File: config.mk
export PLATFORM = sky130hd
export DESIGN_NAME = timer_output_compare_waveform
export DESIGN_NICKNAME = d
export VERILOG_FILES = /design/src/shared/timer_compare_pkg.sv /design/src/verilog/timer_output_compare_waveform.sv
export SDC_FILE = /design/constraint.sdc
export NUM_CORES = 1
export LEC_CHECK = 0
export ABC_AREA = 1
export BUFFER_PORTS_ARGS = -buffer_cell sky130_fd_sc_hd__clkbuf_2
export CORE_AREA = 2 2 77 116
export CTS_CLUSTER_SIZE = 10
export DETAILED_ROUTE_END_ITERATION = 8
export DIE_AREA = 0 0 79 118
export GPL_TIMING_DRIVEN = 0
export PLACE_DENSITY = 0.87
export SYNTH_ARGS = -nofsm -noshare
export SYNTH_HDL_FRONTEND = slang
export SYNTH_SLANG_ARGS = --single-unit
File: constraint.sdc
create_clock -name core_clk -period 1.9 [get_ports core_clk]
set_input_delay 0.095 -clock core_clk [delete_from_list [all_inputs] [get_ports core_clk]]
set_output_delay 0.095 -clock core_clk [all_outputs]
set_load 0.1 [all_outputs]
File: src/shared/timer_compare_pkg.sv
// timer compare package: register offsets, fields, reset values, mode and action codes
// assumes an 8-bit timer count supplied by a separate counter block
package timer_compare_pkg;

	// ----------------------------------------------------------------
	// widths
	// ----------------------------------------------------------------
	localparam int DATA_W = 8;
	localparam int ADDR_W = 3;

	// ----------------------------------------------------------------
	// register offsets
	// ----------------------------------------------------------------
	localparam logic [2:0] REG_CONTROL    = 3'h0;
	localparam logic [2:0] REG_COMPARE_A  = 3'h1;
	localparam logic [2:0] REG_COMPARE_B  = 3'h2;
	localparam logic [2:0] REG_FLAGS      = 3'h3;
	localparam logic [2:0] REG_INT_ENABLE = 3'h4;
	localparam logic [2:0] REG_FORCE      = 3'h5;
	localparam logic [2:0] REG_STATUS     = 3'h6;

	// ----------------------------------------------------------------
	// field positions
	// ----------------------------------------------------------------
	localparam int CTRL_MODE_LSB  = 0;
	localparam int CTRL_ACT_LSB   = 4;
	localparam int STAT_LATCH_LSB = 0;
	localparam int STAT_BLOCK_BIT = 2;
	localparam logic [7:0] CONTROL_MASK = 8'hF7;

	// ----------------------------------------------------------------
	// reset values
	// ----------------------------------------------------------------
	localparam logic [7:0] CONTROL_RESET = 8'h00;
	localparam logic [7:0] COMPARE_RESET = 8'h00;
	localparam logic [1:0] ENABLE_RESET  = 2'h0;

	// ----------------------------------------------------------------
	// waveform mode codes
	// ----------------------------------------------------------------
	localparam logic [2:0] MODE_NORMAL   = 3'h0;
	localparam logic [2:0] MODE_PC_MAX   = 3'h1;
	localparam logic [2:0] MODE_CLEAR    = 3'h2;
	localparam logic [2:0] MODE_FAST_MAX = 3'h3;
	localparam logic [2:0] MODE_PC_CMP   = 3'h5;
	localparam logic [2:0] MODE_FAST_CMP = 3'h7;

	// ----------------------------------------------------------------
	// action select codes and count limits
	// ----------------------------------------------------------------
	localparam logic [1:0] ACT_OFF    = 2'h0;
	localparam logic [1:0] ACT_TOGGLE = 2'h1;
	localparam logic [1:0] ACT_CLEAR  = 2'h2;
	localparam logic [1:0] ACT_SET    = 2'h3;
	localparam logic [7:0] COUNT_MAX    = 8'hFF;
	localparam logic [7:0] COUNT_BOTTOM = 8'h00;

endpackage

File: src/verilog/timer_output_compare_waveform.sv
// output compare and waveform latch logic for two channels of an 8-bit timer
// assumes the counter, its direction and its write strobe come from a separate block
`timescale 1ns/10ps
`default_nettype none

// Functional notes
// - compare count with both compare values every timer tick; equality is a match
// - compare flag sets one timer tick after the match tick
// - flag with enable raises interrupt; servicing acknowledgement clears the flag
// - writing one to a flag bit clears it; zero leaves it
// - compare values buffered in PWM modes, written directly in other modes
// - buffered value moves to active compare only at top
// - software reads and writes the buffer when buffered, else the active value
// - force strobe in non-PWM modes acts like a match without flag
// - a count write suppresses all matches at the next timer tick
// - waveform latch keeps its value across mode changes
// - action select changes act unbuffered at the next match or force
// - nonzero action select drives the pin from the latch, except PWM action 01 when reserved; direction unchanged
// - action select zero does nothing to the latch and frees the pin
// - non-PWM: 00 off, 01 toggle, 10 clear, 11 set on match
// - fast PWM: 10 clears on match, sets at bottom; 11 inverted
// - PWM action 01: channel A toggles only with top bit set; B reserved
// - phase correct: 10 clears on up match, sets on down match; 11 inverted
// - compare equal to top with high action bit: match ignored, act at bottom/top
// - phase correct: compare leaving max gives up-match result at bottom
// - phase correct: missed upward match still transitions at bottom
// - mode 2 clear on match, 3 fast PWM top max, 7 fast top compare A
// - modes 1 and 5 phase correct with top max or compare A
module timer_output_compare_waveform
	import timer_compare_pkg::*;
#(
	parameter int CHANNELS = 2
) (
	input  wire logic              core_clk,
	input  wire logic              rst_n,
	input  wire logic              clk_en,
	input  wire logic              timer_tick,
	input  wire logic [DATA_W-1:0] timer_count_value,
	input  wire logic              count_down,
	input  wire logic              count_write,
	input  wire logic [ADDR_W-1:0] reg_addr,
	input  wire logic [DATA_W-1:0] reg_wdata,
	input  wire logic              reg_write,
	input  wire logic              reg_read,
	output logic      [DATA_W-1:0] reg_rdata,
	input  wire logic              int_ack_a,
	input  wire logic              int_ack_b,
	output logic                   irq_a,
	output logic                   irq_b,
	input  wire logic              port_value_a,
	input  wire logic              port_value_b,
	input  wire logic              dir_out_a,
	input  wire logic              dir_out_b,
	output logic                   waveform_output_a,
	output logic                   waveform_output_b,
	output logic                   pin_out_a,
	output logic                   pin_oe_a,
	output logic                   pin_out_b,
	output logic                   pin_oe_b
);

	// ----------------------------------------------------------------
	// state and decode signals
	// ----------------------------------------------------------------
	logic [7:0]          control;
	logic [2:0]          waveform_mode_select;
	logic                waveform_mode_top_bit;
	logic                is_fast;
	logic                is_phase;
	logic                is_pwm;
	logic [7:0]          top_value;
	logic                at_top;
	logic                at_bottom;
	logic                block_pending;
	logic [CHANNELS-1:0] int_enable;
	logic [CHANNELS-1:0] int_ack;
	logic [CHANNELS-1:0] dir_out;
	logic [CHANNELS-1:0] port_value;
	logic [CHANNELS-1:0] irq;
	logic [CHANNELS-1:0] hit;
	logic [CHANNELS-1:0] ignore_match;
	logic [CHANNELS-1:0] match_pend;
	logic [CHANNELS-1:0] compare_flag_channel;
	logic [CHANNELS-1:0] force_compare_strobe;
	logic [CHANNELS-1:0] waveform_output_latch;
	logic [CHANNELS-1:0] next_latch;
	logic [CHANNELS-1:0] connected;
	logic [CHANNELS-1:0] pin_out;
	logic [CHANNELS-1:0] up_seen;
	logic [CHANNELS-1:0] sym_fix;
	logic [CHANNELS-1:0] update_point;
	logic [1:0]          compare_action_select [CHANNELS];
	logic [7:0]          compare_value_channel [CHANNELS];
	logic [7:0]          compare_buffer        [CHANNELS];
	logic [7:0]          next_rdata;

	// ----------------------------------------------------------------
	// mode decode
	// ----------------------------------------------------------------
	assign waveform_mode_select  = control[CTRL_MODE_LSB +: 3];
	assign waveform_mode_top_bit = waveform_mode_select[2];
	assign is_fast  = (waveform_mode_select == MODE_FAST_MAX)
		|| (waveform_mode_select == MODE_FAST_CMP);
	assign is_phase = (waveform_mode_select == MODE_PC_MAX)
		|| (waveform_mode_select == MODE_PC_CMP);
	assign is_pwm   = is_fast || is_phase;
	assign top_value = (is_pwm && waveform_mode_top_bit) ? compare_value_channel[0]
		: COUNT_MAX;
	assign at_top    = (timer_count_value == top_value);
	assign at_bottom = (timer_count_value == COUNT_BOTTOM);

	// ----------------------------------------------------------------
	// port grouping
	// ----------------------------------------------------------------
	assign int_ack    = {int_ack_b, int_ack_a};
	assign dir_out    = {dir_out_b, dir_out_a};
	assign port_value = {port_value_b, port_value_a};
	assign irq_a = irq[0];
	assign irq_b = irq[1];
	assign waveform_output_a = waveform_output_latch[0];
	assign waveform_output_b = waveform_output_latch[1];
	assign pin_out_a = pin_out[0];
	assign pin_out_b = pin_out[1];
	assign pin_oe_a  = dir_out[0];
	assign pin_oe_b  = dir_out[1];

	// ----------------------------------------------------------------
	// control and enable registers
	// ----------------------------------------------------------------
	always_ff @(posedge core_clk or negedge rst_n) begin
		if (!rst_n) begin
			control <= CONTROL_RESET;
		end else if (clk_en && reg_write && reg_addr == REG_CONTROL) begin
			control <= reg_wdata & CONTROL_MASK;
		end
	end

	always_ff @(posedge core_clk or negedge rst_n) begin
		if (!rst_n) begin
			int_enable <= ENABLE_RESET;
		end else if (clk_en && reg_write && reg_addr == REG_INT_ENABLE) begin
			int_enable <= reg_wdata[CHANNELS-1:0];
		end
	end

	// ----------------------------------------------------------------
	// match blocking after a count write
	// ----------------------------------------------------------------
	always_ff @(posedge core_clk or negedge rst_n) begin
		if (!rst_n) begin
			block_pending <= 1'b0;
		end else if (clk_en) begin
			if (count_write) begin
				block_pending <= 1'b1;
			end else if (timer_tick) begin
				block_pending <= 1'b0;
			end
		end
	end

	// ----------------------------------------------------------------
	// per-channel compare, flag and waveform logic
	// ----------------------------------------------------------------
	for (genvar ch = 0; ch < CHANNELS; ch++) begin : g_chan
		localparam logic [2:0] CMP_ADDR = (ch == 0) ? REG_COMPARE_A : REG_COMPARE_B;
		localparam logic       IS_A     = (ch == 0);

		assign compare_action_select[ch] = control[CTRL_ACT_LSB + 2 * ch +: 2];
		assign hit[ch] = timer_tick && !block_pending
			&& (timer_count_value == compare_value_channel[ch]);
		assign ignore_match[ch] = is_pwm && compare_action_select[ch][1]
			&& (compare_value_channel[ch] == top_value);
		assign force_compare_strobe[ch] = reg_write && reg_addr == REG_FORCE
			&& reg_wdata[ch] && !is_pwm;
		assign update_point[ch] = timer_tick && at_top;
		assign irq[ch] = compare_flag_channel[ch] && int_enable[ch];

		// pin override select
		assign connected[ch] = (compare_action_select[ch] != ACT_OFF)
			&& !(is_pwm && compare_action_select[ch] == ACT_TOGGLE
			&& !(IS_A && waveform_mode_top_bit));
		assign pin_out[ch] = connected[ch] ? waveform_output_latch[ch]
			: port_value[ch];

		// compare value and its buffer
		always_ff @(posedge core_clk or negedge rst_n) begin
			if (!rst_n) begin
				compare_value_channel[ch] <= COMPARE_RESET;
				compare_buffer[ch]        <= COMPARE_RESET;
			end else if (clk_en) begin
				if (is_pwm && update_point[ch]) begin
					compare_value_channel[ch] <= compare_buffer[ch];
				end
				if (reg_write && reg_addr == CMP_ADDR) begin
					compare_buffer[ch] <= reg_wdata;
					if (!is_pwm) begin
						compare_value_channel[ch] <= reg_wdata;
					end
				end
			end
		end

		// match delay and flag
		always_ff @(posedge core_clk or negedge rst_n) begin
			if (!rst_n) begin
				match_pend[ch] <= 1'b0;
			end else if (clk_en && timer_tick) begin
				match_pend[ch] <= hit[ch];
			end
		end

		always_ff @(posedge core_clk or negedge rst_n) begin
			if (!rst_n) begin
				compare_flag_channel[ch] <= 1'b0;
			end else if (clk_en) begin
				if (timer_tick && match_pend[ch]) begin
					compare_flag_channel[ch] <= 1'b1;
				end else if (reg_write && reg_addr == REG_FLAGS && reg_wdata[ch]) begin
					compare_flag_channel[ch] <= 1'b0;
				end else if (int_ack[ch] && irq[ch]) begin
					compare_flag_channel[ch] <= 1'b0;
				end
			end
		end

		// symmetry tracking around bottom in phase correct mode
		always_ff @(posedge core_clk or negedge rst_n) begin
			if (!rst_n) begin
				up_seen[ch] <= 1'b0;
				sym_fix[ch] <= 1'b0;
			end else if (clk_en && timer_tick && is_phase) begin
				if (at_top) begin
					up_seen[ch] <= 1'b0;
					sym_fix[ch] <= !up_seen[ch]
						&& (compare_buffer[ch] != top_value);
				end else if (at_bottom) begin
					sym_fix[ch] <= 1'b0;
				end else if (hit[ch] && !count_down) begin
					up_seen[ch] <= 1'b1;
				end
			end
		end

		// next waveform latch value
		always_comb begin
			next_latch[ch] = waveform_output_latch[ch];
			if (!is_pwm) begin
				if (hit[ch] || force_compare_strobe[ch]) begin
					unique case (compare_action_select[ch])
						ACT_OFF:    next_latch[ch] = waveform_output_latch[ch];
						ACT_TOGGLE: next_latch[ch] = !waveform_output_latch[ch];
						ACT_CLEAR:  next_latch[ch] = 1'b0;
						ACT_SET:    next_latch[ch] = 1'b1;
					endcase
				end
			end else if (is_fast) begin
				if (timer_tick && at_top && compare_action_select[ch][1]) begin
					next_latch[ch] = !compare_action_select[ch][0];
				end
				if (hit[ch] && !ignore_match[ch]) begin
					if (compare_action_select[ch] == ACT_TOGGLE) begin
						if (IS_A && waveform_mode_top_bit) begin
							next_latch[ch] = !waveform_output_latch[ch];
						end
					end else if (compare_action_select[ch][1]) begin
						next_latch[ch] = compare_action_select[ch][0];
					end
				end
			end else begin
				if (hit[ch] && !ignore_match[ch]) begin
					if (compare_action_select[ch] == ACT_TOGGLE) begin
						if (IS_A && waveform_mode_top_bit) begin
							next_latch[ch] = !waveform_output_latch[ch];
						end
					end else if (compare_action_select[ch][1]) begin
						next_latch[ch] = compare_action_select[ch][0] ^ count_down;
					end
				end
				if (timer_tick && at_top && ignore_match[ch]) begin
					next_latch[ch] = !compare_action_select[ch][0];
				end
				if (timer_tick && at_bottom && sym_fix[ch]
					&& compare_action_select[ch][1]) begin
					next_latch[ch] = compare_action_select[ch][0];
				end
			end
		end

		always_ff @(posedge core_clk or negedge rst_n) begin
			if (!rst_n) begin
				waveform_output_latch[ch] <= 1'b0;
			end else if (clk_en) begin
				waveform_output_latch[ch] <= next_latch[ch];
			end
		end
	end

	// ----------------------------------------------------------------
	// register read port
	// ----------------------------------------------------------------
	always_comb begin
		next_rdata = 8'h00;
		unique case (reg_addr)
			REG_CONTROL:    next_rdata = control;
			REG_COMPARE_A:  next_rdata = is_pwm ? compare_buffer[0]
				: compare_value_channel[0];
			REG_COMPARE_B:  next_rdata = is_pwm ? compare_buffer[1]
				: compare_value_channel[1];
			REG_FLAGS:      next_rdata[CHANNELS-1:0] = compare_flag_channel;
			REG_INT_ENABLE: next_rdata[CHANNELS-1:0] = int_enable;
			REG_STATUS: begin
				next_rdata[STAT_LATCH_LSB +: CHANNELS] = waveform_output_latch;
				next_rdata[STAT_BLOCK_BIT] = block_pending;
			end
			default:        next_rdata = 8'h00;
		endcase
	end

	always_ff @(posedge core_clk or negedge rst_n) begin
		if (!rst_n) begin
			reg_rdata <= 8'h00;
		end else if (clk_en) begin
			reg_rdata <= reg_read ? next_rdata : 8'h00;
		end
	end
endmodule

`default_nettype wire

==> out/qor.yml <==
relSlewSlack: 0.4296
fin_ws_ps: -150.1
peakVddDrop_mv: 0.7966
tightestPinTransition_ps: 855.6
hpwl_mm: 13.16
critPathKind: "register to register"
clk_pin_slew_ps: 60
slowest_stage: "dfrtp_1"
final_cell_area_sq_um: 5866
hold_class: "primary input to register"
end_kind: "register"
seq_area_frac_synth: 0.3417
fp.dieH_um: 118
final_nets: 788
grt_max_degree: 61
syn-mean-instance-area_sq_um: 6.638
yosys_warnings: 0
violations: "setup timing"
fmax_ghz: 0.4878
critPathRequiredTime_ps: 2120
placement.io_buffers: 44
antenna_found_initial: 0
dr.pass1.iters: 5
grt_use_total: 0.3820
switching_share: 0.4344
synthDominantCellAreaShare: 0.3417
antenna_cells: 0
powerDensity_nw_per_um2: 982.4
placed_cell_area_sq_um: 4767
antenna_left: 0
async_flop_share: 1.000
critPathMaxFanout: 7
clock_path_buffers: 2
cts_tree: "built"
drive_above_1_share: 0.2645
combPwrFrac: 0.424
internal_power_mw: 3.259
pwr-share-clk: 0.258
finalSetupTns_ps: -1827
final-hold-violation-count: 0
period_needed_ps: 2050
rsz0062_at_grt: "true"
grt_overflow_total: 0
setup_violations: 22
synth.distinct_cells: 43
yosys-top-cells-area: "dfrtp_1 34%, nand2_1 17%, inv_1 6.4%"
grt_pass1_wl_mm: 26.74
viasPerCell: 6.166
arrival_ps: 2270
cp-start-kind: "register"
cp_slowest_stage_delay_ps: 370
start_util: 0.5288
ys_ff_latch: 60
status: "complete, but fails checks"
skew_ps: 7.160
synth_area_sq_um: 4394
cap_violations: 0
wl_per_cell_um: 20.32
place_inst: 813
worstSkewPairLatency_ps: 340
synth_area_leader_cell: "dfrtp_1"
syn_inst: 662
h-tree-depth: 3
core_area_sq_um: 8310
power_switching_mw: 2.503
clkSinkCount: 60
dp_slack_ps: -620.8
grt_pass1_vias: 4975
syn2layout_area_growth_pct: 33.49
power_mw: 5.762
finalNonFillerCells: 867
drt-total-wl_mm: 17.62
synth_ff_type: "dfrtp_1"
rows: 41
routabilityCongestion: 0.9771
die_w_um: 79
p_leak_nw: 2.845
drv_slew: 0
vias: 5346
synthesis.nets: 695
drc_errors: 0
crit_chain: "buf_8 > buf_12 > nand3_4 > nand2_2 > nand2_2 > nor2_4 > nand2_4 > nor2_4 > nand2_2 > inv_2 > nand2_1 > nand2_1 > nand2_1 > nand2_2 > nand2_1 > nor2_1 > a21oi_1"
cts_made_buffers: 9
drtIter0Drc: 605
min_period_over_period: 1.079
synth_edf_count: 0
p_seq_frac: 0.319
die_area_sq_um: 9322
num_io_pins: 49
cts_root_buf: "clkbuf_16"
## cell families (layout without fill, tap and decap cells)
kind of cell           Yosys count  in the layout  share of synthesized area
AO/OA/AOI/OAI                  150            150                     0.2090
XOR/XNOR                        13             13                    0.02591
buffers and inverters          103            201                    0.09396
flip-flops                      60             60                     0.3417
multiplexers                     1              1                   0.002562
AND/OR/NAND/NOR                335            335                     0.3269
## worst paths after layout
check | slack, ps | cells past startpoint | startpoint | endpoint
worst max-delay path | -150 | 17 | control[0] | register
worst min-delay path | 40 | 3 | reg_read | reg_rdata[1]
worst max register to register | -150 | 17 | control[0] | register
worst min register to register | 480 | 2 | reg_rdata[2] | reg_rdata[2]
max in group asynchronous | 800 | 2 | rst_n | control[2]
min in group asynchronous | 480 | 2 | rst_n | reg_rdata[6]
## repair_timing
action,in CTS,in global routing
hold endpoints to repair,61,0
gates resized for setup,92,59
gates cloned,3,0
hold buffers,2,0
pin swaps,26,41
endpoints found under the setup margin,32,25
setup buffers,22,11
## worst max-delay path, delay by kind of cell, from the launching register on
kind / cells / cell delay, ps
AO/OA/AOI/OAI: 1 / 80
flip-flops: 1 / 370
buffers and inverters: 3 / 410
AND/OR/NAND/NOR: 13 / 1070
## through the flow
| step | util | hold WS (ps) |
|---|---|---|
| after floorplan | - | -200.6 |
| after global placement | 0.5733 | 326.9 |
| after detailed placement | 0.5736 | 268.7 |
| after CTS | 0.6722 | 40.10 |
| after global routing | 0.7058 | 58.94 |
| final | 0.7058 | 42.64 |
## power by group through the flow
stage                     clock network (mW)  logic, mW  registers [mW]
after global routing                    1.55       2.59            1.86
after CTS                               1.49       2.22            1.82
after detailed placement                   0       1.86            1.81
final                                   1.49       2.44            1.84
after global placement                     0       1.83            1.81
after floorplan                            0       1.19            1.90
## cells in the mapped netlist (6+ instances only)
cell / instances
a21oi_1: 34
a22oi_1: 12
buf_2: 6
clkbuf_1: 15
dfrtp_1: 60
inv_1: 75
nand2_1: 201
nand3_1: 45
nand4_1: 22
nor2_1: 44
nor3_1: 8
o211ai_1: 14
o21ai_0: 48
o21ai_1: 12
xnor2_1: 6
xor2_1: 7
## cell usage in the layout, fill, tap and decap left out, types with 8 or more instances in the layout
master       n
a21oi_1     27
a22oi_1      8
buf_4       29
buf_6       11
clkbuf_1    12
clkbuf_16   13
clkbuf_2    43
dfrtp_1     54
inv_1       65
inv_2       10
nand2_1    183
nand2_2     13
nand3_1     38
nand4_1     22
nor2_1      35
o211ai_1    14
o21ai_0     37
o21ai_1     11
o21ai_2     12
## state kept, by name, indices dropped and copies added, names as in the netlist, named ones only
register and cells:
compare_buffer 16, compare_value_channel 16, reg_rdata 8, control 7, compare_flag_channel 2, int_enable 2, match_pend 2, sym_fix 2
up_seen 2, block_pending 1
## metal layers
layer / vias to the layer above / track usage / share of wire
met3: 83 / 0.05291 / 0.070
met4: 0 / 0.2522 / 0.069
met2: 307 / 0.6186 / 0.49
met1: 2529 / 0.4655 / 0.37
met5: - / 0 / 0
li1: 2427 / - / -
## final cells by class
type | count | area, sq um
clock inverters | 4 | 25.02
fillers | 684 | 2445
repair buffers | 82 | 608.1
inverters | 78 | 297.8
plain buffers | 25 | 209.0
multi-input cells | 499 | 2836
flip-flops and latches | 60 | 1509
well taps | 107 | 133.9
clock buffers | 12 | 246.5
(Power assumes the default switching activity.)
